## src/cfm_pkg.sv

```systemverilog
// Purpose: Shared constants and types for the converter fault monitor and ADC control
// Assumes: 25 MHz core clock; analog comparators and the converter sit outside
// Notes:   Timing constants are given in their own unit and converted to cycles here
`default_nettype none
package cfm_pkg;
   // ---------------------------------------------------------------
   // Clock and timing
   // ---------------------------------------------------------------
   localparam int CLK_HZ = 25_000_000; // Core clock rate
   localparam int OV_BLANK_US = 1000; // Overvoltage re-arm delay after soft start, 1 ms
   localparam int PG_QUAL_US = 3300; // Power good qualification time, 3.3 ms
   localparam int OV_BLANK_CYCLES = (CLK_HZ / 1_000_000) * OV_BLANK_US; // Shorter wait, exact here
   localparam int PG_QUAL_CYCLES = (CLK_HZ / 1_000_000) * PG_QUAL_US; // Longer wait, exact here
   localparam logic [1:0] SW_QUAL_EDGES = 2'h2; // Switching edges spanned before a fault counts
   localparam int OV_FIXED_FREQ_KHZ = 50; // Switching rate forced during overvoltage
   // ---------------------------------------------------------------
   // Sense limit select codes and levels
   // ---------------------------------------------------------------
   localparam logic [1:0] LIMIT_SEL_250MV = 2'h0; // Default
   localparam logic [1:0] LIMIT_SEL_750MV = 2'h1;
   localparam logic [1:0] LIMIT_SEL_1500MV = 2'h2;
   localparam logic [1:0] LIMIT_SEL_2500MV = 2'h3;
   localparam int LIMIT_MV_DEFAULT = 250;
   // ---------------------------------------------------------------
   // ADC channel, trigger and scale
   // ---------------------------------------------------------------
   localparam int ADC_WIDTH = 7; // Result width, MSB at bit 6
   localparam logic [1:0] ADC_CH_FEEDBACK = 2'h0;
   localparam logic [1:0] ADC_CH_INPUT_RAIL = 2'h1;
   localparam logic [1:0] ADC_CH_SENSE_TWO = 2'h2;
   localparam logic [1:0] ADC_CH_SENSE_ONE = 2'h3;
   localparam logic [1:0] ADC_TRIG_FAULT = 2'h0; // Default: one read per fault
   localparam logic [1:0] ADC_TRIG_SINGLE = 2'h1;
   localparam logic [1:0] ADC_TRIG_CONT = 2'h2;
   localparam int ADC_LSB_MV = 20; // Per code at the mux
   localparam int ADC_FULL_MV = 2550; // Full span at the mux
   localparam int ADC_RAIL_LSB_MV = 200; // Per code on the rail after the 10:1 divider
   // ---------------------------------------------------------------
   // Reset values and status bit positions
   // ---------------------------------------------------------------
   localparam logic BULK_CAP_RESET = 1'h0; // Disengaged
   localparam logic PMOS_RESET = 1'h0; // Pulldown off
   localparam logic [3:0] STATUS_RESET = 4'h0;
   localparam int ST_OV = 0;
   localparam int ST_PG = 1;
   localparam int ST_THERM = 2;
   localparam int ST_EXTOC = 3;
   // ---------------------------------------------------------------
   // Types
   // ---------------------------------------------------------------
   typedef struct packed {
      logic sense_limit_sel_hi;
      logic sense_limit_sel_lo;
      logic oc_restart; // 1: trip restarts, 0: trip halts until reset
      logic overvoltage_mask;
      logic power_good_mask;
      logic thermal_mask;
      logic extoc_mask;
      logic int_show_pg;
      logic bulk_cap_switch_ctrl;
      logic pmos_drive_ctrl;
      logic [1:0] adc_channel;
      logic [1:0] adc_trigger;
   } cfg_t;
   typedef struct packed {
      logic all_off;
      logic buck_high_off;
      logic buck_low_on;
      logic boost_modulate;
      logic neg_limit_hold;
   } gate_ctrl_t;
   typedef enum logic [2:0] {TH_NORMAL = 3'h1, TH_HOT = 3'h2, TH_DISCHARGE = 3'h4} therm_state_t;
   typedef enum logic [2:0] {AD_IDLE = 3'h1, AD_START = 3'h2, AD_WAIT = 3'h4} adc_state_t;
endpackage
`default_nettype wire

```

## src/converter_fault_monitor_adc_ctrl.sv

```systemverilog
// Purpose: Supervisory fault logic and ADC sequencing of a buck-boost controller
// Assumes: Settings arrive as a held configuration word; analog results arrive on pins
// Notes:   All pin inputs are synchronised; outputs are registered except the two tied-low open-drain data outputs
//
// What this block does
// - Comparator trip halts converter or restarts it
// - Either trip drives open-drain overcurrent flag
// - Overvoltage set after one full switching cycle
// - Overvoltage: buck high off, low on, boost discharges
// - Overvoltage forces fixed 50 kHz switching
// - Overvoltage blanked in transitions, armed 1 ms after soft start
// - Overvoltage mask hides action and indication
// - Power good after 3.3 ms inside window
// - Power good cleared after one cycle outside
// - Interrupt pin shows power good when configured
// - Power good mask hides status and interrupt, not POWER_GOOD
// - Thermal trip: all switches off, record, interrupt
// - Cooled after trip: discharge output to zero
// - Bulk cap drive from host bit, disengaged
// - P-channel pulldown from host bit, default off
// - Seven-bit result, MSB at bit six
// - Channel select routes the ADC mux
// - 20 mV per code, 200 mV on rails
// - Trigger 00 on fault, 01 on request
// - Trigger 10 converts continuously
`timescale 1ns/1ps
`default_nettype none
module converter_fault_monitor_adc_ctrl
#(
   parameter int PG_QUAL_CYCLES_P = cfm_pkg::PG_QUAL_CYCLES,
   parameter int OV_BLANK_CYCLES_P = cfm_pkg::OV_BLANK_CYCLES,
   parameter int ADC_BITS = cfm_pkg::ADC_WIDTH
)
(
   input wire logic CORE_CLK,
   input wire logic SRST,
   input wire logic CE,
   input wire cfm_pkg::cfg_t CFG,
   input wire logic [3:0] STATUS_CLEAR,
   input wire logic ADC_REQ,
   input wire logic SENSE_ONE_TRIP,
   input wire logic SENSE_TWO_TRIP,
   input wire logic OV_COMPARE,
   input wire logic PG_INSIDE_NARROW,
   input wire logic PG_OUTSIDE_WIDE,
   input wire logic THERMAL_TRIP,
   input wire logic THERMAL_COOL,
   input wire logic VOLTAGE_TRANSITION,
   input wire logic SOFT_START_DONE,
   input wire logic OUTPUT_AT_ZERO,
   input wire logic SW_CLK,
   input wire logic CHIP_EN,
   input wire logic ADC_DONE,
   input wire logic [ADC_BITS-1:0] ADC_SAMPLE,
   output logic [1:0] SENSE_LIMIT_LEVEL,
   output logic OVERCURRENT_FLAG_OUT_O,
   output logic OVERCURRENT_FLAG_OUT_OE,
   output logic CONVERTER_HALT,
   output logic RESTART_REQ,
   output cfm_pkg::gate_ctrl_t GATE_CTRL,
   output logic FIXED_FREQ_SEL,
   output logic DISCHARGE_OUT,
   output logic POWER_GOOD,
   output logic INT_OUT,
   output logic [3:0] STATUS,
   output logic BULK_CAP_GATE_OUT,
   output logic PMOS_DRIVE_O,
   output logic PMOS_DRIVE_OE,
   output logic [1:0] ADC_MUX_SEL,
   output logic ADC_START,
   output logic [ADC_BITS-1:0] ADC_RESULT
);
   import cfm_pkg::*;

   // ---------------------------------------------------------------
   // Parameter checks
   // ---------------------------------------------------------------
   // The result layout is fixed by the host map, so only seven bits serve
   if (ADC_BITS != ADC_WIDTH) $error("ADC_BITS must be seven");
   if (PG_QUAL_CYCLES_P < 2) $error("PG_QUAL_CYCLES_P too small");
   if (OV_BLANK_CYCLES_P < 2) $error("OV_BLANK_CYCLES_P too small");

   localparam int NPIN = 13 + ADC_BITS; // Pins that need synchronising
   localparam int PGW = $clog2(PG_QUAL_CYCLES_P + 1);
   localparam int OVW = $clog2(OV_BLANK_CYCLES_P + 1);

   // Rising edge of a level against its previous sample
   function automatic logic rose(input logic cur, input logic prev);
      rose = cur & ~prev;
   endfunction

   // ---------------------------------------------------------------
   // Pin synchronisers
   // ---------------------------------------------------------------
   logic [NPIN-1:0] pin_raw; // Gathered asynchronous inputs
   logic [NPIN-1:0] pin_meta; // First stage, read only by the second
   logic [NPIN-1:0] pin_s; // Second stage, safe to use
   logic [NPIN-1:0] pin_d; // Previous safe sample, for edges
   assign pin_raw = {ADC_SAMPLE, ADC_DONE, CHIP_EN, SW_CLK, OUTPUT_AT_ZERO, SOFT_START_DONE,
                     VOLTAGE_TRANSITION, THERMAL_COOL, THERMAL_TRIP, PG_OUTSIDE_WIDE,
                     PG_INSIDE_NARROW, OV_COMPARE, SENSE_TWO_TRIP, SENSE_ONE_TRIP};

   genvar gi;
   generate
      for (gi = 0; gi < NPIN; gi++)
      begin : g_sync
         // Two flops per pin, then one more to find edges
         always_ff @(posedge CORE_CLK)
         begin
            if (SRST)
            begin
               pin_meta[gi] <= 1'b0;
               pin_s[gi] <= 1'b0;
               pin_d[gi] <= 1'b0;
            end
            else if (CE)
            begin
               pin_meta[gi] <= pin_raw[gi];
               pin_s[gi] <= pin_meta[gi];
               pin_d[gi] <= pin_s[gi];
            end
         end
      end
   endgenerate

   logic s1_trip, s2_trip, ov_cmp, pg_in, pg_out, th_trip, th_cool, v_trans, ss_done, at_zero;
   logic sw_tick, chip_en_s, adc_done_rise, ss_done_rise;
   logic [ADC_BITS-1:0] sample_s;
   assign s1_trip = pin_s[0];
   assign s2_trip = pin_s[1];
   assign ov_cmp = pin_s[2];
   assign pg_in = pin_s[3];
   assign pg_out = pin_s[4];
   assign th_trip = pin_s[5];
   assign th_cool = pin_s[6];
   assign v_trans = pin_s[7];
   assign ss_done = pin_s[8];
   assign at_zero = pin_s[9];
   assign sw_tick = rose(pin_s[10], pin_d[10]); // One pulse per switching cycle
   assign chip_en_s = pin_s[11];
   assign adc_done_rise = rose(pin_s[12], pin_d[12]);
   assign ss_done_rise = rose(ss_done, pin_d[8]);
   assign sample_s = pin_s[NPIN-1:13];

   // ---------------------------------------------------------------
   // External overcurrent comparators
   // ---------------------------------------------------------------
   logic oc_any; // Either sense monitor above the selected limit
   assign oc_any = s1_trip | s2_trip;

   // Limit level, flag drive, halt and restart
   always_ff @(posedge CORE_CLK)
   begin
      if (SRST)
      begin
         SENSE_LIMIT_LEVEL <= LIMIT_SEL_250MV;
         OVERCURRENT_FLAG_OUT_OE <= 1'b0;
         CONVERTER_HALT <= 1'b0;
         RESTART_REQ <= 1'b0;
      end
      else if (CE)
      begin
         SENSE_LIMIT_LEVEL <= {CFG.sense_limit_sel_hi, CFG.sense_limit_sel_lo};
         OVERCURRENT_FLAG_OUT_OE <= oc_any;
         // Halt is sticky until the part is reset; restart pulses every other cycle while a trip holds
         RESTART_REQ <= oc_any & CFG.oc_restart & ~RESTART_REQ;
         if (oc_any && !CFG.oc_restart)
         begin
            CONVERTER_HALT <= 1'b1;
         end
      end
   end
   // Open-drain: the pin is only ever pulled low
   assign OVERCURRENT_FLAG_OUT_O = 1'b0;
   assign PMOS_DRIVE_O = 1'b0;

   // ---------------------------------------------------------------
   // Overvoltage arming and detection
   // ---------------------------------------------------------------
   logic ov_armed; // Detection allowed
   logic ov_blank_run; // Counting the delay after soft start
   logic [OVW-1:0] ov_blank_cnt;
   logic [1:0] ov_edges; // Switching edges seen with comparator high
   logic ov_fault;
   logic ov_active; // Fault with its response unmasked
   assign ov_active = ov_fault & ~CFG.overvoltage_mask;

   // Blanking: a slewing output would trip the comparator falsely
   always_ff @(posedge CORE_CLK)
   begin
      if (SRST)
      begin
         ov_armed <= 1'b0;
         ov_blank_run <= 1'b0;
         ov_blank_cnt <= '0;
      end
      else if (CE)
      begin
         if (v_trans || !chip_en_s)
         begin
            ov_armed <= 1'b0;
            ov_blank_run <= 1'b0;
         end
         else if (ss_done_rise)
         begin
            ov_blank_run <= 1'b1;
            ov_blank_cnt <= '0;
         end
         else if (ov_blank_run)
         begin
            if (ov_blank_cnt == OVW'(OV_BLANK_CYCLES_P - 1))
            begin
               ov_armed <= 1'b1;
               ov_blank_run <= 1'b0;
            end
            else
            begin
               ov_blank_cnt <= ov_blank_cnt + 1'b1;
            end
         end
      end
   end

   // Fault sets only once the comparator has stayed high across a full cycle
   always_ff @(posedge CORE_CLK)
   begin
      if (SRST)
      begin
         ov_edges <= 2'h0;
         ov_fault <= 1'b0;
      end
      else if (CE)
      begin
         // A slew that starts in the arming cycle must not let a fault through
         if (!ov_cmp || !ov_armed || v_trans)
         begin
            ov_edges <= 2'h0;
            ov_fault <= 1'b0;
         end
         else if (sw_tick && ov_edges != SW_QUAL_EDGES)
         begin
            ov_edges <= ov_edges + 2'h1;
         end
         else if (ov_edges == SW_QUAL_EDGES)
         begin
            ov_fault <= 1'b1;
         end
      end
   end

   // ---------------------------------------------------------------
   // Power good window
   // ---------------------------------------------------------------
   logic [PGW-1:0] pg_timer;
   logic [1:0] pg_edges; // Switching edges seen outside the wide window
   logic pg_good;

   // Hysteresis: enter on the narrow window, leave on the wide one
   always_ff @(posedge CORE_CLK)
   begin
      if (SRST)
      begin
         pg_timer <= '0;
         pg_edges <= 2'h0;
         pg_good <= 1'b0;
      end
      else if (CE)
      begin
         if (!chip_en_s)
         begin
            pg_good <= 1'b0;
            pg_timer <= '0;
            pg_edges <= 2'h0;
         end
         else if (pg_out)
         begin
            pg_timer <= '0;
            if (pg_edges == SW_QUAL_EDGES)
            begin
               pg_good <= 1'b0;
            end
            else if (sw_tick)
            begin
               pg_edges <= pg_edges + 2'h1;
            end
         end
         else
         begin
            pg_edges <= 2'h0;
            if (!pg_in)
            begin
               pg_timer <= '0;
            end
            else if (!pg_good && pg_timer == PGW'(PG_QUAL_CYCLES_P - 1))
            begin
               pg_good <= 1'b1;
            end
            else if (!pg_good)
            begin
               pg_timer <= pg_timer + 1'b1;
            end
         end
      end
   end

   // ---------------------------------------------------------------
   // Thermal response
   // ---------------------------------------------------------------
   therm_state_t th_state;
   always_ff @(posedge CORE_CLK)
   begin
      if (SRST)
      begin
         th_state <= TH_NORMAL;
      end
      else if (CE)
      begin
         case (th_state)
            TH_NORMAL: if (th_trip) th_state <= TH_HOT;
            TH_HOT: if (th_cool) th_state <= TH_DISCHARGE;
            TH_DISCHARGE:
            begin
               if (th_trip) th_state <= TH_HOT;
               else if (at_zero) th_state <= TH_NORMAL;
            end
            default: th_state <= TH_NORMAL;
         endcase
      end
   end

   // ---------------------------------------------------------------
   // Status, interrupt and drive outputs
   // ---------------------------------------------------------------
   logic pg_good_d, ov_fault_d;
   logic [3:0] next_set; // Events that latch a status bit
   logic [3:0] mask_vec;
   always_comb
   begin
      next_set = 4'h0;
      next_set[ST_OV] = rose(ov_fault, ov_fault_d) & ~CFG.overvoltage_mask;
      next_set[ST_PG] = ~pg_good & pg_good_d & ~CFG.power_good_mask;
      next_set[ST_THERM] = (th_state == TH_NORMAL) & th_trip;
      next_set[ST_EXTOC] = oc_any & ~OVERCURRENT_FLAG_OUT_OE;
   end
   assign mask_vec = {CFG.extoc_mask, CFG.thermal_mask, CFG.power_good_mask, CFG.overvoltage_mask};

   // Sticky status: a new event wins over a clear in the same cycle
   always_ff @(posedge CORE_CLK)
   begin
      if (SRST)
      begin
         STATUS <= STATUS_RESET;
         pg_good_d <= 1'b0;
         ov_fault_d <= 1'b0;
      end
      else if (CE)
      begin
         STATUS <= (STATUS & ~STATUS_CLEAR) | next_set;
         pg_good_d <= pg_good;
         ov_fault_d <= ov_fault;
      end
   end

   // Drive outputs follow the internal state one cycle later
   always_ff @(posedge CORE_CLK)
   begin
      if (SRST)
      begin
         GATE_CTRL <= '0;
         FIXED_FREQ_SEL <= 1'b0;
         DISCHARGE_OUT <= 1'b0;
         POWER_GOOD <= 1'b0;
         INT_OUT <= 1'b0;
         BULK_CAP_GATE_OUT <= BULK_CAP_RESET;
         PMOS_DRIVE_OE <= PMOS_RESET;
         ADC_MUX_SEL <= ADC_CH_FEEDBACK;
      end
      else if (CE)
      begin
         GATE_CTRL.all_off <= (th_state == TH_HOT);
         GATE_CTRL.buck_high_off <= (th_state == TH_HOT) | ov_active;
         GATE_CTRL.buck_low_on <= ov_active & (th_state != TH_HOT);
         GATE_CTRL.boost_modulate <= ov_active & (th_state != TH_HOT);
         GATE_CTRL.neg_limit_hold <= ov_active;
         FIXED_FREQ_SEL <= ov_active;
         DISCHARGE_OUT <= (th_state == TH_DISCHARGE);
         POWER_GOOD <= pg_good;
         // Interrupt held during startup until power good qualifies
         INT_OUT <= (|(STATUS & ~mask_vec)) |
                    (CFG.int_show_pg & ~CFG.power_good_mask & ~pg_good);
         BULK_CAP_GATE_OUT <= CFG.bulk_cap_switch_ctrl;
         PMOS_DRIVE_OE <= CFG.pmos_drive_ctrl;
         ADC_MUX_SEL <= CFG.adc_channel;
      end
   end

   // ---------------------------------------------------------------
   // ADC sequencing
   // ---------------------------------------------------------------
   adc_state_t adc_state;
   logic fault_pend, req_pend, adc_go;
   assign adc_go = (CFG.adc_trigger == ADC_TRIG_FAULT && fault_pend) ||
                   (CFG.adc_trigger == ADC_TRIG_SINGLE && req_pend) ||
                   (CFG.adc_trigger == ADC_TRIG_CONT);

   // Pending triggers; a new one in the launch cycle is kept
   always_ff @(posedge CORE_CLK)
   begin
      if (SRST)
      begin
         fault_pend <= 1'b0;
         req_pend <= 1'b0;
      end
      else if (CE)
      begin
         fault_pend <= (|next_set) | (fault_pend & ~(adc_state == AD_IDLE && adc_go));
         req_pend <= ADC_REQ | (req_pend & ~(adc_state == AD_IDLE && adc_go));
      end
   end

   // One conversion per start; the code is 20 mV per step at the mux
   always_ff @(posedge CORE_CLK)
   begin
      if (SRST)
      begin
         adc_state <= AD_IDLE;
         ADC_START <= 1'b0;
         ADC_RESULT <= '0;
      end
      else if (CE)
      begin
         ADC_START <= 1'b0;
         case (adc_state)
            AD_IDLE:
            begin
               if (adc_go)
               begin
                  adc_state <= AD_START;
                  ADC_START <= 1'b1;
               end
            end
            AD_START: adc_state <= AD_WAIT;
            AD_WAIT:
            begin
               if (adc_done_rise)
               begin
                  ADC_RESULT <= sample_s;
                  adc_state <= AD_IDLE;
               end
            end
            default: adc_state <= AD_IDLE;
         endcase
      end
   end

   // ---------------------------------------------------------------
   // Assertions
   // ---------------------------------------------------------------
   a_halt_sticky: assert property (@(posedge CORE_CLK) disable iff (SRST)
      CONVERTER_HALT |=> CONVERTER_HALT) else $error("halt released without reset");
   a_flag_on_trip: assert property (@(posedge CORE_CLK) disable iff (SRST)
      CE && oc_any |=> OVERCURRENT_FLAG_OUT_OE) else $error("flag not driven on trip");
   a_ov_qualified: assert property (@(posedge CORE_CLK) disable iff (SRST)
      $rose(ov_fault) |-> $past(ov_edges) == SW_QUAL_EDGES) else $error("ov set too early");
   a_ov_armed_only: assert property (@(posedge CORE_CLK) disable iff (SRST)
      $rose(ov_fault) |-> $past(ov_armed) && !$past(v_trans)) else $error("ov while blanked");
   a_ov_gate_resp: assert property (@(posedge CORE_CLK) disable iff (SRST)
      CE && ov_active && th_state == TH_NORMAL |=> GATE_CTRL.buck_low_on && GATE_CTRL.buck_high_off
      && FIXED_FREQ_SEL) else $error("ov response missing");
   a_ov_mask_hides: assert property (@(posedge CORE_CLK) disable iff (SRST)
      CE && CFG.overvoltage_mask |=> !FIXED_FREQ_SEL) else $error("masked ov acted");
   a_pg_timer_full: assert property (@(posedge CORE_CLK) disable iff (SRST)
      $rose(pg_good) |-> $past(pg_timer) == PGW'(PG_QUAL_CYCLES_P - 1)) else $error("pg early");
   a_therm_all_off: assert property (@(posedge CORE_CLK) disable iff (SRST)
      CE && th_trip && th_state == TH_NORMAL ##1 CE && !STATUS_CLEAR[ST_THERM]
      |=> GATE_CTRL.all_off && STATUS[ST_THERM])
      else $error("thermal trip not handled");
   a_status_set_wins: assert property (@(posedge CORE_CLK) disable iff (SRST)
      CE && next_set[ST_EXTOC] |=> STATUS[ST_EXTOC]) else $error("status event lost");
   a_adc_capture: assert property (@(posedge CORE_CLK) disable iff (SRST)
      CE && adc_state == AD_WAIT && adc_done_rise |=> ADC_RESULT == $past(sample_s))
      else $error("adc result not captured");
   a_adc_continuous: assert property (@(posedge CORE_CLK) disable iff (SRST)
      CE && adc_state == AD_IDLE && CFG.adc_trigger == ADC_TRIG_CONT |=> ADC_START)
      else $error("continuous mode did not start");
endmodule // converter_fault_monitor_adc_ctrl
`default_nettype wire

```

## config.mk

```make
export PLATFORM = sky130hd
export DESIGN_NAME = converter_fault_monitor_adc_ctrl
export DESIGN_NICKNAME = d
export VERILOG_FILES = /design/src/cfm_pkg.sv /design/src/converter_fault_monitor_adc_ctrl.sv
export SDC_FILE = /design/constraint.sdc
export NUM_CORES = 1
export LEC_CHECK = 0
export BUFFER_PORTS_ARGS = -buffer_cell sky130_fd_sc_hd__buf_2
export CORE_MARGIN = 2
export CORE_UTILIZATION = 26
export CTS_CLUSTER_DIAMETER = 150
export DETAILED_ROUTE_END_ITERATION = 8
export GPL_ROUTABILITY_DRIVEN = 0
export PLACE_DENSITY = 0.45
export SKIP_LAST_GASP = 1
export SLEW_MARGIN = 20
export SYNTH_ARGS = -nofsm -noshare
export SYNTH_HDL_FRONTEND = slang
export SYNTH_SLANG_ARGS = --single-unit
```

## constraint.sdc

```tcl
create_clock -name CORE_CLK -period 4.89 [get_ports CORE_CLK]
set_input_delay 0.489 -clock CORE_CLK [delete_from_list [all_inputs] [get_ports CORE_CLK]]
set_output_delay 0.489 -clock CORE_CLK [all_outputs]
set_load 0.01 [all_outputs]
```

-- Word-level counts from Yosys, hierarchy flattened
Cells that the tools add are included.
- add/sub/neg operators: 4
- eq/ne operators: 29
- muxes and demuxes: 40
- bitwise logic cells: 38
- reductions and logical operators: 35
- operator list (operator ; number):
    $mux 17 ; 5
    $mux 15 ; 3
    $mux 1 ; 18
    $mux 3 ; 6
    $pmux 3 s3 ; 2
    $add 17x1->17 const B ; 1
    $and 1x1->1 ; 17
    $eq 17x17->1 const B ; 1
    $reduce_and 4->1 ; 4
    $add 15x1->15 const B ; 1
    $eq 15x15->1 const B ; 1
    $reduce_and 3->1 ; 5
    $ne 2x2->1 const B ; 7
    $mux 2 ; 6
    $ne 3x2->1 const B ; 4
    $not 1->1 ; 11
    $reduce_bool 2->1 ; 5
    $ne 3x3->1 const B ; 3
    $and 4x4->4 ; 2
    $ne 4x4->1 const B ; 2
    $not 4->4 ; 2
    $reduce_or 4->1 ; 2
    $eq 2x2->1 const B ; 3
    $eq 3x1->1 const B ; 2
    other kinds (12) ; 33
- register bits: 120
- input port bits: 42
- output and inout port bits: 32
- logic and storage cells: 219

-- Depth between registers and ports, before layout
Gate-level depths: netlist (run 1).
- depth in word-level cells: 8
- depth in mapped cells: 7
- mapped depth without buffers: 6

-- Least setup slack after synthesis (run 1)
OpenSTA, ideal clock, no wires.
- path kind: register -> register
- from: register pg_timer[0]
- to: register pg_timer[12]
- setup time: 0.132 ns
- arrival time: 1.647 ns
- required time: 4.758 ns
- path slack: 3.110 ns
- stages on the path, launching flop included: 8
- path buffers: 1
- period minus slack after synthesis: 1.780 ns
- path through: dfxtp_1 -> ha_1 -> nor4b_1 -> a41oi_2 -> buf_6 -> nand4_1 -> mux2i_1 -> a21oi_1
- cells in the longest elaborated chain, start to end: 6
- elaborated cells on any way between the ends: 10
- classes of those cells: add/sub: 1; eq/ne: 2; mux: 5; reduce/logical: 2
- ends and longest elaborated chain (element ; RTL line ; source):
    from (decl) ; converter_fault_monitor_adc_ctrl.sv:254 ; logic [PGW-1:0] pg_timer;
    from (signal assigned) ; converter_fault_monitor_adc_ctrl.sv:300 ; pg_timer <= pg_timer + 1'b1;
    $add 17x1->17 ; converter_fault_monitor_adc_ctrl.sv:300 ;
    $mux 17 ; converter_fault_monitor_adc_ctrl.sv:298 ; else if (!pg_good)
    $mux 17 ; converter_fault_monitor_adc_ctrl.sv:294 ; else if (!pg_good && pg_timer == PGW'(PG_QUAL_CYCLES_P - 1))
    $mux 17 ; converter_fault_monitor_adc_ctrl.sv:290 ; if (!pg_in)
    $mux 17 ; converter_fault_monitor_adc_ctrl.sv:275 ; else if (pg_out)
    $mux 17 ; converter_fault_monitor_adc_ctrl.sv:269 ; if (!chip_en_s)
Parallel ways exist; a longest one is shown, timed or not. The select of a mux whose other input is x is not followed.
A chain may end at the register's enable or synchronous reset.

-- Worst setup path after layout (run 1)
- from: input port CE
- to: register ov_blank_cnt[14]
- cells in the longest elaborated chain, start to end: 1
- ends and longest elaborated chain (element ; RTL line ; source):
    from (decl) ; converter_fault_monitor_adc_ctrl.sv:37 ; input wire logic CE,
    $reduce_and 4->1 (no line) ; -- ;
    to (signal assigned) ; converter_fault_monitor_adc_ctrl.sv:218 ; ov_blank_cnt <= ov_blank_cnt + 1'b1;
    to (decl) ; converter_fault_monitor_adc_ctrl.sv:182 ; logic [OVW-1:0] ov_blank_cnt;
Every way passes these cells.

==> impl_metrics.env, run 1 <==
export IMPL_run_status="finished clean"
export IMPL_pwr_share_clk_pct=54.5
export IMPL_final_hold_viol_count=0
export IMPL_ir_drop_mv=0.2152
export IMPL_hold_path_class="in -> reg"
export IMPL_cp_arrival_ns=2.70
export IMPL_switching_power_uw=570.0
export IMPL_cts_tree="yes"
export IMPL_fin_crit_sh_pct=48.22
export IMPL_cts_buffers=17
export IMPL_htreeDepth=4
export IMPL_fillers=2083
export IMPL_yosys_register_bits=120
export IMPL_drv_slew=0
export IMPL_clock_fmax_mhz=424.1
export IMPL_cts_resized=0
export IMPL_synth_main_ff_cell="dfxtp_1"
export IMPL_viasPerCell=4.661
export IMPL_portBuffers=71
export IMPL_cts_path_max_buffers=2
export IMPL_grt_pass1_vias=4156
export IMPL_p_leak_uw=0.002593
export IMPL_routed_wl_um=12510
export IMPL_cp_data_required_time_ns=5.24
export IMPL_yosys_warnings=0
export IMPL_p_sw_share_pct=22.95
export IMPL_chipHeight_um=145.2
export IMPL_yosysSeqAreaShare_pct=46.38
export IMPL_postCtsHoldBufs=0
export IMPL_synth_top_family_by_area="simple AND/OR/NAND/NOR gates"
export IMPL_post_drt_wl_per_cell_um=13.51
export IMPL_synth_xor_area_share_pct=0.6763
export IMPL_p_seq_share_pct=41.0
export IMPL_tightest_slew_ns=0.7424
export IMPL_io_pins=74
export IMPL_finClkSkew_ns=0.005305
export IMPL_die_w_um=145.2
export IMPL_power_density_mw_per_mm2=390.2
export IMPL_multi_input_area_mm2=0.002560
export IMPL_hold_depth=3
export IMPL_core_area_mm2=0.01953
export IMPL_synth_cell_types=60
export IMPL_relSlewSlack_pct=50.51
export IMPL_clkSlewWorstSetupHoldPaths_ns=0.06
export IMPL_first_pass_iters=4
export IMPL_ant_nets=0
export IMPL_grt_overflow_total=0
export IMPL_syn_area_per_cell_um2=8.809
export IMPL_total_power_uw=2484
export IMPL_hpwl_um=8326
export IMPL_antenna_found_initial=1
export IMPL_grt_max_degree=56
export IMPL_grt_pass1_wl_um=21020
export IMPL_syn_inst=588
export IMPL_area_growth_pct=22.87
export IMPL_synthSimpleGateAreaFrac_pct=23.19
export IMPL_cp_start_kind="input port"
export IMPL_cp_end_kind="flop"
export IMPL_cts_root_buf="clkbuf_16"
export IMPL_p_int_uw=1914
export IMPL_synth_mux_area_share_pct=11.79
export IMPL_core_rowCount=51
export IMPL_cts_sinks=120
export IMPL_drt_iter0_drc=210
export IMPL_seqCellArea_mm2=0.002402
export IMPL_path_max_fanout=52
export IMPL_p_comb_share_pct=4.6
export IMPL_synth_compound_area_share_pct=12.66
export IMPL_initial_core_util_pct=26.53
export IMPL_vias=4316
export IMPL_drive_above_1_share_pct=17.58
export IMPL_die_area_mm2=0.02107
export IMPL_period_minus_slack_ns=2.358
export IMPL_synthAdderAreaFrac_pct=0.9662
export IMPL_rsz0062_at_grt="false"
export IMPL_synthArstFlopShare_pct=0
export IMPL_synth_enable_flop_cells=0
export IMPL_post_cts_buffers=0
export IMPL_synth_area_mm2=0.005180
export IMPL_crit_type="in -> reg"
export IMPL_worst_r2r_path_depth=6
export IMPL_drc_errors=0
export IMPL_track_usage_pct=12.26
export IMPL_design_final_nets=693
export IMPL_cap_violations=0
export IMPL_clock_latency_ns=0.41
export IMPL_tns_ns=0
export IMPL_final_setup_viol_count=0
==> synthesized netlist by cell type, types with 2 or more instances <==
cell type	number	area share [%]
nor2_1	102	7.4
and4_1	2	0.34
o21ai_1	13	1.3
inv_1	13	0.94
or4_1	2	0.29
clkbuf_1	16	1.2
a21oi_1	51	4.9
or3_1	11	1.3
nand3b_1	5	0.72
buf_4	4	0.58
nor3_2	2	0.39
nand4_1	14	1.7
nand2_1	35	2.5
xnor2_1	2	0.34
buf_1	3	0.22
ha_1	4	0.97
nor4_1	7	0.85
buf_2	9	0.87
a31oi_1	8	0.97
nor2b_1	4	0.48
buf_6	2	0.43
a211oi_1	3	0.43
o211ai_1	2	0.29
nor2_2	2	0.24
nor3_1	8	0.77
nor3b_1	3	0.43
and3_1	8	0.97
o21ai_0	14	1.4
nor4b_1	4	0.68
o31ai_1	4	0.58
and2_1	4	0.48
a22oi_1	4	0.58
nand2b_1	6	0.72
xor2_1	2	0.34
dfxtp_1	120	46
mux2i_1	61	12
nand3_1	11	1.1
==> critical path, stage by stage <==
cell	delay (ns)
buf_4	0.56
inv_2	0.44
nor3_2	0.34
a21oi_2	0.16
or4_1	0.51
a21oi_1	0.15
==> final cells by class <==
cell class | instances | area share [%]
Clock buffer | 17 | 6.684
Inverter | 14 | 0.8256
Tap cell | 265 | 5.209
Sequential cell | 120 | 37.74
Clock inverter | 15 | 3.381
Antenna cell | 1 | 0.03932
Multi-Input combinational cell | 421 | 40.22
Timing Repair Buffer | 73 | 5.897
==> layer usage <==
metal  share of wire, %  global-route usage, %  up-vias
met5                  0                      0        -
met4                1.2                  4.706        0
met3                4.9                  4.057       12
met2                 45                  18.74       95
met1                 49                  16.04     1996
li1                   -                      -     2213
==> path summary, 6_finish.rpt <==
| check | start | to | slack (ns) |
|---|---|---|---|
| min reg2reg | ov_blank_run | ov_blank_run | 0.47 |
| max reg2reg | pg_timer[0] | pg_timer[5] | 2.62 |
| min | CFG[12] | SENSE_LIMIT_LEVEL[0] | 0.31 |
| max | CE | ov_blank_cnt[14] | 2.53 |
==> sequential cells by signal (all words and copies together) (netlist names), 2 cells and up <==
register / flops
pin_meta: 20
pg_timer: 17
ov_blank_cnt: 15
pin_s: 9
ADC_RESULT: 7
STATUS: 4
GATE_CTRL: 3
adc_state: 3
pin_d: 3
th_state: 3
ADC_MUX_SEL: 2
SENSE_LIMIT_LEVEL: 2
ov_edges: 2
pg_edges: 2
==> cell families after synthesis <==
kind of cell | after synthesis
compound gates | 111
xor+xnor | 4
fa+ha+maj | 4
buf+inv | 48
flops | 120
mux | 61
other cells | 1
simple gates | 239
==> cell usage in the layout (no fill, tap or decap), types with 3 or more instances in the layout <==
master / count
nor3b_1: 3
nand2_1: 35
a31oi_1: 8
nand4_1: 14
or3_1: 11
dfxtp_1: 120
mux2i_1: 61
and2_1: 4
buf_2: 69
o31ai_1: 4
nor4b_1: 4
nand3b_1: 5
clkinv_4: 4
nor2b_1: 4
o21ai_1: 13
clkbuf_16: 17
nor4_1: 7
buf_4: 4
nor3_1: 8
a22oi_1: 4
bufinv_16: 4
inv_1: 13
o21ai_0: 14
nand3_1: 11
nand2b_1: 6
inv_6: 6
a21oi_1: 51
and3_1: 8
ha_1: 4
nor2_1: 102
a211oi_1: 3
==> stage by stage <==
step                setup slack (ns)  std cells  utilization, %  hold slack, ns  instance area (um2)
global route                   2.356        925           32.58          0.2907                 6362
detailed placement             2.113        893           29.30          0.4610                 5722
finish                         2.532        926           32.60          0.3080                 6365
floorplan                      3.110        589               -          0.4454                 5184
global placement               2.151        893           29.30          0.4536                 5722
CTS                            2.546        925           32.58          0.2879                 6362
==> power groups by stage <==
stage	Combinational, uW	Sequential, uW	Clock, uW
final	113	1020	1350
after global routing	128	1020	1440
after CTS	116	1020	1390
after detailed placement	116	1040	0
after global placement	114	1040	0
after floorplan	77.0	1040	0
No activity file was read; power rests on OpenSTA's default activity.
==> inputs of run 2 (changes only) <==
--- a/config.mk
+++ b/config.mk
@@ -11,7 +11,7 @@
 export CTS_CLUSTER_DIAMETER = 150
 export DETAILED_ROUTE_END_ITERATION = 8
 export GPL_ROUTABILITY_DRIVEN = 0
-export PLACE_DENSITY = 0.45
+export PLACE_DENSITY = 0.47
 export SKIP_LAST_GASP = 1
 export SLEW_MARGIN = 20
 export SYNTH_ARGS = -nofsm -noshare
==> constraint.sdc (replaced) <==
create_clock -name CORE_CLK -period 2.16 [get_ports CORE_CLK]
set_input_delay 0.216 -clock CORE_CLK [delete_from_list [all_inputs] [get_ports CORE_CLK]]
set_output_delay 0.216 -clock CORE_CLK [all_outputs]
set_load 0.01 [all_outputs]
==> run 2 against run 1 <==
Net effect:
- worst setup slack lost 2.4 ns
- critical path type is now reg -> reg
- die area is the same
- global-route usage grew 0.14 points
- largest cell class unchanged
- core utilization grew 0.65 points
==> impl_metrics.env, run 2 (synthesis gave the netlist of run 1 again) <==
export IMPL_hold_depth=3
export IMPL_run_status="finished clean"
export IMPL_relSlewSlack_pct=54.96
export IMPL_p_leak_uw=0.002671
export IMPL_dr_wl_met2_um=5862
export IMPL_period_minus_slack_ns=1.983
export IMPL_clock_latency_ns=0.41
export IMPL_crit_type="reg -> reg"
export IMPL_antenna_cells=0
export IMPL_cap_violations=0
export IMPL_drive_above_1_share_pct=19.26
export IMPL_finClkSkew_ns=0.006083
export IMPL_layout_common_cells="dfxtp_1, nor2_1, buf_2"
export IMPL_first_pass_iters=6
export IMPL_grt_max_degree=39
export IMPL_initial_core_util_pct=26.53
export IMPL_path_max_fanout=10
export IMPL_cp_end_kind="flop"
export IMPL_clkSlewWorstSetupHoldPaths_ns=0.06
export IMPL_hpwl_um=9013
export IMPL_area_growth_pct=25.31
export IMPL_top_register="pin_meta"
export IMPL_portBuffers=71
export IMPL_cts_tree="yes"
export IMPL_wl_met3_um=598
export IMPL_cp_start_kind="flop"
export IMPL_top_layer="met4"
export IMPL_power_density_mw_per_mm2=869.7
export IMPL_drc_errors=0
export IMPL_cp_slowest_cell="nor4b_1"
export IMPL_fin_area_mm2=0.006491
export IMPL_worst_r2r_path_depth=5
export IMPL_io_pins=74
export IMPL_rsz0062_at_grt="false"
export IMPL_postCtsHoldBufs=0
export IMPL_drv_slew=0
export IMPL_cts_buffers=17
export IMPL_final_setup_viol_count=0
export IMPL_crit_chain="nor4b_1 -> a41oi_2 -> nor2b_1 -> a41oi_1 -> a311oi_1"
export IMPL_rr_endpoint="pg_timer[5]"
export IMPL_r2r_start="pg_timer[3]"
export IMPL_cp_arrival_ns=2.23
export IMPL_die_w_um=145.2
export IMPL_cts_root_buf="clkbuf_16"
export IMPL_slowest_delay_ns=0.51
export IMPL_cts_sinks=120
export IMPL_hold_path_class="in -> reg"
export IMPL_htreeDepth=4
export IMPL_ir_drop_mv=0.5214
export IMPL_hold_end="ADC_MUX_SEL[0]"
export IMPL_reg_top3="pin_meta x20, pg_timer x17, ov_blank_cnt x15"
export IMPL_core_area_mm2=0.01953
export IMPL_ant_nets=0
export IMPL_cts_path_max_buffers=2
export IMPL_path_delay_family="simple AND/OR/NAND/NOR gates"
export IMPL_clock_fmax_mhz=504.2
export IMPL_place_area_mm2=0.005842
export IMPL_core_rowCount=51
export IMPL_grt_pass1_vias=4400
export IMPL_drt_iter0_drc=177
export IMPL_cp_data_required_time_ns=2.41
export IMPL_largest_reg_flops=20
export IMPL_holdCritStartpoint="CFG[2]"
export IMPL_fin_crit_sh_pct=91.81
export IMPL_tns_ns=0
export IMPL_design_final_nets=709
export IMPL_final_hold_viol_count=0
export IMPL_chipHeight_um=145.2
export IMPL_final_common_cell="dfxtp_1"
export IMPL_tightest_slew_ns=0.6650
export IMPL_routed_wl_um=12790
export IMPL_rrSetupSlack_ns=0.18
export IMPL_track_usage_pct=12.40
export IMPL_die_area_mm2=0.02107
export IMPL_drt_met1_wl_um=6140
export IMPL_cp_num_buf_inv=0
export IMPL_grt_pass1_wl_um=21510
export IMPL_post_drt_wl_per_cell_um=13.61
export IMPL_antenna_found_initial=0
export IMPL_grt_overflow_total=0
export IMPL_vias=4410
export IMPL_viasPerCell=4.691
-- run 2: cell types whose count changed in the layout (fill, tap and decap cells not counted), moves of 2 or more --
cell / change
clkbuf_1: +2
clkinv_4: -2
inv_6: -5
buf_4: +16
-- run 2: where the power goes --
group	internal (uW)	switching, uW
Combinational	113	154
Clock	2070	1000
Sequential	2270	33.0
Total	4460	1190
-- run 2: worst register-to-register path, delay by kind of cell (launching register included) --
| family | cells | cell delay [ns] |
|---|---|---|
| DFF | 1 | 0.36 |
| AOI/OAI and AO/OA | 3 | 0.69 |
| and+or+nand+nor | 2 | 0.78 |
-- run 2: through the flow --
step	total power [uW]	utilization (%)	hold WS [ns]	worst slack, ns	cells
floorplan	2519	-	0.3632	0.3805	589
global placement	2612	29.92	0.4510	0.2581	909
detailed placement	2620	29.92	0.4571	0.1730	909
CTS	5737	33.21	0.02010	0.1595	940
global route	5864	33.24	0.04000	0.003606	940
finish	5645	33.24	0.04014	0.1768	940
-- run 2: layout make-up --
cell class	count	area (um2)
sequential	120	2402
timing repair buffer	89	495.5
clock inverter	11	196.4
clock buffer	20	446.7
tap	265	331.6
inverter	14	52.55
fill	2044	13040
multi-input combinational	421	2566
-- run 2: how the worst max path moves through the flow --
stage | from | to | slack, ns | depth (start not counted)
after floorplan | pg_timer[0] | pg_timer[12] | 0.38 | 7
after global placement | pg_timer[0] | pg_timer[7] | 0.26 | 7
after detailed placement | pg_timer[0] | pg_timer[5] | 0.17 | 6
after CTS | pg_timer[0] | pg_timer[5] | 0.16 | 6
after global routing | pg_timer[6] | pg_timer[5] | 0.004 | 5
final | pg_timer[3] | pg_timer[5] | 0.18 | 5
-- run 2: repair_timing --
item / CTS / global route
setup buffers: 0 / 0
resized for setup: 0 / 1
endpoints found under the hold margin: 0 / 0
endpoints found under the setup margin: 0 / 2
-- run 2: layer usage --
metal	up-vias	track usage, %
met3	16	3.994
met2	87	20.55
met5	-	0
li1	2244	-
met4	0	4.265
met1	2063	15.17
